**src/core/gpio_pkg.sv**
```systemverilog
// constants for the shared-pin general purpose port
package gpio_pkg;
  localparam int ADDR_WIDTH = 12;
  localparam int DATA_WIDTH = 32;
  localparam logic [11:0] DIRECTION_OFFSET = 12'h004;
  localparam logic [11:0] LEVEL_OFFSET = 12'h008;
  localparam int PIN_LOW_BIT = 1;
  localparam int PIN_HIGH_BIT = 3;
  localparam logic [2:0] LEVEL_RESET = 3'h0;
  localparam logic [2:0] DIRECTION_RESET = 3'h0;
  localparam int STRAP_WIDTH = 16;
  localparam int STRAP_MODE_LSB = 6;
  localparam int STRAP_MEDIA_BIT = 14;
  localparam logic [1:0] STRAP_MODE_ALL_GENERAL = 2'h0;
  localparam logic [1:0] STRAP_MODE_ALL_DRAM = 2'h3;
  localparam logic [15:0] STRAP_RESET = 16'h0000;
endpackage

```
**src/core/shared_pin_gpio_port.sv**
```systemverilog
// three general pins sharing package pins with dram address and media power
//
// Decided for this implementation: the APB register port.
`timescale 1ns/10ps
`default_nettype none
module shared_pin_gpio_port
(
  // clock and reset
  input wire logic clk,
  input wire logic rst,
  // apb slave
  input wire logic psel,
  input wire logic penable,
  input wire logic pwrite,
  input wire logic [gpio_pkg::ADDR_WIDTH-1:0] paddr,
  input wire logic [gpio_pkg::DATA_WIDTH-1:0] pwdata,
  output logic [gpio_pkg::DATA_WIDTH-1:0] prdata,
  output logic pready,
  output logic pslverr,
  // configuration straps, sampled at reset release
  input wire logic [gpio_pkg::STRAP_WIDTH-1:0] configStrapBits,
  // alternate functions of the shared pins
  input wire logic dramAddrLineNine,
  input wire logic dramAddrLineTen,
  input wire logic dramAddrLineEleven,
  input wire logic mediaPortPowerEnable,
  // shared pins, index is the pin number
  input wire logic [3:1] generalPinIn,
  output logic [3:1] generalPinOut,
  output logic [3:1] generalPinOe_n
);

  // read value of one pin: live level when a general input, else stored bit
  function automatic logic pinReadback(input logic enabled, input logic isOutput,
                                       input logic live, input logic stored);
    pinReadback = (enabled && !isOutput) ? live : stored;
  endfunction

  logic [3:1] pinMeta;
  logic [3:1] pinSync;
  logic [15:0] strapMeta;
  logic [15:0] strapSync;
  logic [15:0] strapLatched;
  logic strapTaken;
  logic [3:1] level;
  logic [3:1] direction;
  logic [3:1] next_level;
  logic [3:1] next_direction;
  logic [15:0] next_strapLatched;
  logic next_strapTaken;
  logic [31:0] next_prdata;
  logic [3:1] next_generalPinOut;
  logic [3:1] next_generalPinOe_n;
  logic [3:1] generalEnable;
  logic [3:1] altValue;
  logic [1:0] strapMode;
  logic hitLevel;
  logic hitDirection;
  logic aligned;
  logic writeDone;

  assign strapMode = strapLatched[gpio_pkg::STRAP_MODE_LSB +: 2];
  assign aligned = (paddr[1:0] == 2'h0);
  assign hitLevel = aligned && (paddr == gpio_pkg::LEVEL_OFFSET);
  assign hitDirection = aligned && (paddr == gpio_pkg::DIRECTION_OFFSET);
  assign pready = 1'b1;
  assign pslverr = psel && penable && !(hitLevel || hitDirection);
  assign writeDone = psel && penable && pwrite;

  // pin function decode from latched straps
  always_comb
  begin
    generalEnable[3] = strapTaken && (strapMode == gpio_pkg::STRAP_MODE_ALL_GENERAL);
    generalEnable[1] = strapTaken && (strapMode != gpio_pkg::STRAP_MODE_ALL_DRAM);
    generalEnable[2] = strapTaken && (strapMode != gpio_pkg::STRAP_MODE_ALL_DRAM)
                       && !strapLatched[gpio_pkg::STRAP_MEDIA_BIT];
    altValue[3] = dramAddrLineNine;
    altValue[1] = dramAddrLineTen;
    if (strapMode == gpio_pkg::STRAP_MODE_ALL_DRAM)
    begin
      altValue[2] = dramAddrLineEleven;
    end
    else
    begin
      altValue[2] = mediaPortPowerEnable;
    end
  end

  // strap capture once after reset release
  always_comb
  begin
    next_strapLatched = strapLatched;
    next_strapTaken = 1'b1;
    if (!strapTaken)
    begin
      next_strapLatched = strapSync;
    end
  end

  // register writes and read data
  always_comb
  begin
    next_level = level;
    next_direction = direction;
    next_prdata = prdata;
    if (writeDone && hitLevel)
    begin
      next_level = pwdata[gpio_pkg::PIN_HIGH_BIT:gpio_pkg::PIN_LOW_BIT];
    end
    if (writeDone && hitDirection)
    begin
      next_direction = pwdata[gpio_pkg::PIN_HIGH_BIT:gpio_pkg::PIN_LOW_BIT];
    end
    if (psel && !penable && !pwrite)
    begin
      next_prdata = 32'h0;
      if (hitLevel)
      begin
        for (int p = 1; p <= 3; p++)
        begin
          next_prdata[p] = pinReadback(generalEnable[p], direction[p], pinSync[p],
                                       level[p]);
        end
      end
      else if (hitDirection)
      begin
        next_prdata[3:1] = direction;
      end
    end
  end

  // pin drivers
  always_comb
  begin
    for (int p = 1; p <= 3; p++)
    begin
      if (generalEnable[p])
      begin
        next_generalPinOut[p] = level[p];
        next_generalPinOe_n[p] = !direction[p];
      end
      else if (strapTaken)
      begin
        next_generalPinOut[p] = altValue[p];
        next_generalPinOe_n[p] = 1'b0;
      end
      else
      begin
        next_generalPinOut[p] = 1'b0;
        next_generalPinOe_n[p] = 1'b1;
      end
    end
  end

  // synchronisers, no reset needed
  always_ff @(posedge clk)
  begin
    pinMeta <= generalPinIn;
    pinSync <= pinMeta;
    strapMeta <= configStrapBits;
    strapSync <= strapMeta;
  end

  always_ff @(posedge clk)
  begin
    if (rst)
    begin
      strapLatched <= gpio_pkg::STRAP_RESET;
      strapTaken <= 1'b0;
      level <= gpio_pkg::LEVEL_RESET;
      direction <= gpio_pkg::DIRECTION_RESET;
      prdata <= 32'h0;
      generalPinOut <= 3'h0;
      generalPinOe_n <= 3'h7;
    end
    else
    begin
      strapLatched <= next_strapLatched;
      strapTaken <= next_strapTaken;
      level <= next_level;
      direction <= next_direction;
      prdata <= next_prdata;
      generalPinOut <= next_generalPinOut;
      generalPinOe_n <= next_generalPinOe_n;
    end
  end
endmodule
`default_nettype wire

```
**config.mk**
```make
export PLATFORM = sky130hd
export DESIGN_NAME = shared_pin_gpio_port
export DESIGN_NICKNAME = d
export VERILOG_FILES = /design/src/core/gpio_pkg.sv /design/src/core/shared_pin_gpio_port.sv
export SDC_FILE = /design/constraint.sdc
export NUM_CORES = 1
export LEC_CHECK = 0
export ABC_AREA = 0
export BUFFER_PORTS_ARGS = -buffer_cell sky130_fd_sc_hd__buf_2
export CAP_MARGIN = 5
export CORE_MARGIN = 2
export CORE_UTILIZATION = 34
export DETAILED_ROUTE_END_ITERATION = 10
export PLACE_DENSITY = 0.76
export SLEW_MARGIN = 20
export SYNTH_ARGS = -nofsm -noshare
export SYNTH_HDL_FRONTEND = slang
export SYNTH_SLANG_ARGS = --single-unit
```
**constraint.sdc**
```tcl
create_clock -name clk -period 1.3 [get_ports clk]
set_clock_uncertainty 0.1 [all_clocks]
set_input_delay 0.065 -clock clk [delete_from_list [all_inputs] [get_ports clk]]
set_output_delay 0.065 -clock clk [all_outputs]
set_load 0.1 [all_outputs]
```
==> results list <==
* 1st-pass router iterations: 4
- Synthesis handed over a netlist of 133 instances.
- Of the cells placed in the final design, the portion with a size suffix greater than 1 is about a third.
- RePlAce Congestion: 0.751
- For this block, the initial DRC count from the detailed router was 37.
- Post-layout worst setup margin: -0.101 ns
* Total count of max-transition violations in the final report: 0
- No sink is reached through more buffers than the 2 on the longest clock path.
- The min-delay analysis places its worst path in the category in2reg.
- The largest individual stage delay along the critical path comes from the cell or4_4.
- Peak VDD IR: 0.000535 V
- Area of the core region: 3690 sq um
- Maximum level of the CTS H-tree: 2
- After layout, the worst path uses 108% of the clock period.
- Layout filler cell count: ~360
- Violations in the final reports: negative setup slack
- Post-layout net count: 271
- The tree is rooted in a clkbuf_8.
- Register bit count reported by yosys: 31
- FFs w/ async S/R, synth: 0%
- In this run, synthesis inferred 0 flip-flops with an integrated enable.
- Data arrives at the worst endpoint at 1.24 ns.
- After clock tree synthesis, the clock-pin slew on the worst setup and hold paths is 0.06 ns.
- Post-detailed-placement half-perimeter wirelength: 1.88 mm
- DRC: 0
- The average instance in the mapped netlist occupies 9.90 sq um.
- For this design the ratio of total power to cell area is 1270 nW/um^2.
- The die is 66.2 um wide.
- Peak Freq: 714 MHz
- Vias/cell: between 4 and 5
* RSZ-0062 raised after global routing: true
* Floorplan die area: 4390 sq um
- Initial antenna violation count: 0
* Summed instance area of the synthesized netlist: 1320 sq um
- Clock tree from TritonCTS: done
- Highest fanout seen on the critical path: 2
- Top-count cell post-synth: dfxtp_1
- Total routing usage reported by global routing: 12.0%
- Clock latency of the later-clocked register in the worst-skew pair: around 0.27 ns
- Across the run, the number of max-cap violations was 0.
- For this configuration, the core starts out at a cell density of 35.7%.
* Critical path start-end classification: in2out
- Yosys printed 0 warnings.
- Post-DRT Antenna Nets: 0
- Count of clock tree sinks: 31
- The analysis attributes to cell leakage a power of slightly below 0.9 nW.
* I/O pin count: 112
- The routed design could run at a clock period as short as 1.40 ns.
- After routing, the total negative slack on setup checks comes to -0.101 ns.
* Row cnt: 22
- In this run, CTS created clock tree buffers numbering 5.
- Summed over its instances, the top area cell type makes up 47.1% of the synthesized netlist area.
- Maximum number of pins on one net before global-route repair: 13
* Vias: just over 1,000
- The floorplan step set the die height to 66.2 um.
- Setup violations remaining at the end of the flow were counted as 1.
- Counting distinct cell types in the post-synthesis netlist gives 27.
- After detailed routing, the average wire length per cell comes to 10.4 um.
* Layout-stage area growth over the synthesis result: 36.2%
- Final hold slack: 0.0692 ns
- 0 antenna diodes ended up in the layout.
* Kind of capture point of the worst setup path: output port
* IO buf count: 39
- Of all cell types, the one taking the most synthesized area is dfxtp_1.
- Most common flop cell mapped by yosys: dfxtp_1
* Type of element launching the critical path: input port
* Largest cells by area after synthesis: dfxtp_1 (47%), buf_4 (17%), mux2i_1 (9.9%)
- On the worst path, the slowest cell contributes a delay of approximately 0.53 ns.
- For this block, the routed nets add up to 2.57 mm of wire.
- Fraction of the yosys area taken by sequential cells: between 40% and 50%
- The total overflow left after global routing is 0.
- Status: complete, but fails checks
- Wire length of the first global-routing pass: 3.88 mm
* Req. time, crit path: approximately 1.1 ns
- In the synthesized netlist, the cells that appear most often are dfxtp_1 (31), buf_4 (30), nor2_1 (14).
- The number of global-route vias before repair was 926.
- The number of hold-slack violations in the final timing report was 0.
- Critical-path cell list: buf_6 -> or4_4 -> o311a_4 -> buf_12
- Total power of the final layout: 0.00228 W
-- cell families after synthesis --
logic type | synth area share [%]
simple gates | 17.8
buf+inv | 18.3
flops | 47.1
compound gates | 6.37
mux | 9.89
other cells | 0.571
-- path summary, 6_finish.rpt --
path / end / depth (start not counted) / slack (ns) / startpoint
setup / recovery: pslverr / 4 / -0.10 / paddr[6]
hold / removal: strapLatched[14] / 3 / 0.07 / rst
setup reg to reg: prdata[1] / 4 / 0.17 / strapLatched[7]
hold reg to reg: strapSync[7] / 0 / 0.22 / strapMeta[7]
-- critical path, delay by kind of cell --
family / cells / cell delay, ns
buf+inv: 2 / 0.26
simple gates: 1 / 0.53
compound gates: 1 / 0.38
-- layer usage --
metal | vias to the layer above | GRT usage (%) | part of all wire, %
met4 | 0 | 7.14 | 2.7
met1 | 451 | 12.4 | 41
li1 | 527 | - | -
met2 | 37 | 20.4 | 49
met3 | 6 | 4.60 | 6.8
met5 | - | 0 | 0
-- state kept, by name, indices dropped and copies added, names as in the netlist --
register,cells
direction,3
prdata,3
generalPinOe_n,3
strapSync,3
strapTaken,1
level,3
pinSync,3
generalPinOut,3
strapLatched,3
strapMeta,3
pinMeta,3
-- power by group --
part | switching [W] | internal [W]
sequential | 0.0000136 | 0.000981
clock | 0.000311 | 0.000374
combinational | 0.000487 | 0.000115
total | 0.000811 | 0.00147
-- layout by cell type, fill, tap and decap left out, drive strengths merged --
cell          n
nor2         14
clkbuf        7
mux2i        13
a22oi         3
nor4          3
nand4         2
nand2         8
nand3         1
or4           2
buf          51
or4b          2
o21ai         5
a21oi         2
nor4b         2
dfxtp        31
nor2b         1
inv           2
o31ai         1
dlygate4sd3  12
a211oi        1
nand3b        2
nor3          1
nor3b         1
conb         30
clkinv        1
and3          1
o311a         1
-- final cells by class --
type,count,area (sq um),share of cell area [%]
clock buffer,7,76.3,4.26
multi-input combinational,96,583,32.5
sequential,31,624,34.8
tap,48,60.1,3.35
clock inverter,1,5.00,0.279
inverter,2,7.51,0.419
timing repair buffer,63,437,24.4
-- stage by stage --
| stage | util [%] | std cells | instance area (sq um) | setup slack, ns |
|---|---|---|---|---|
| 2_1_floorplan | - | 161 | 1440 | -0.0135 |
| 3_3_place_gp | 41.6 | 226 | 1530 | -0.224 |
| 3_5_place_dp | 41.6 | 226 | 1530 | -0.265 |
| 4_1_cts | 48.0 | 247 | 1770 | -0.0993 |
| 5_1_grt | 48.6 | 248 | 1790 | -0.116 |
| 6_report | 48.6 | 248 | 1790 | -0.101 |
-- repair_timing --
action,in CTS,in global routing
endpoints found under the hold margin,15,0
resized for setup,6,6
setup endpoints to repair,1,4
hold buffers,12,0
buffers inserted,1,1
pin swaps,2,6
(Power assumes the default switching activity.)
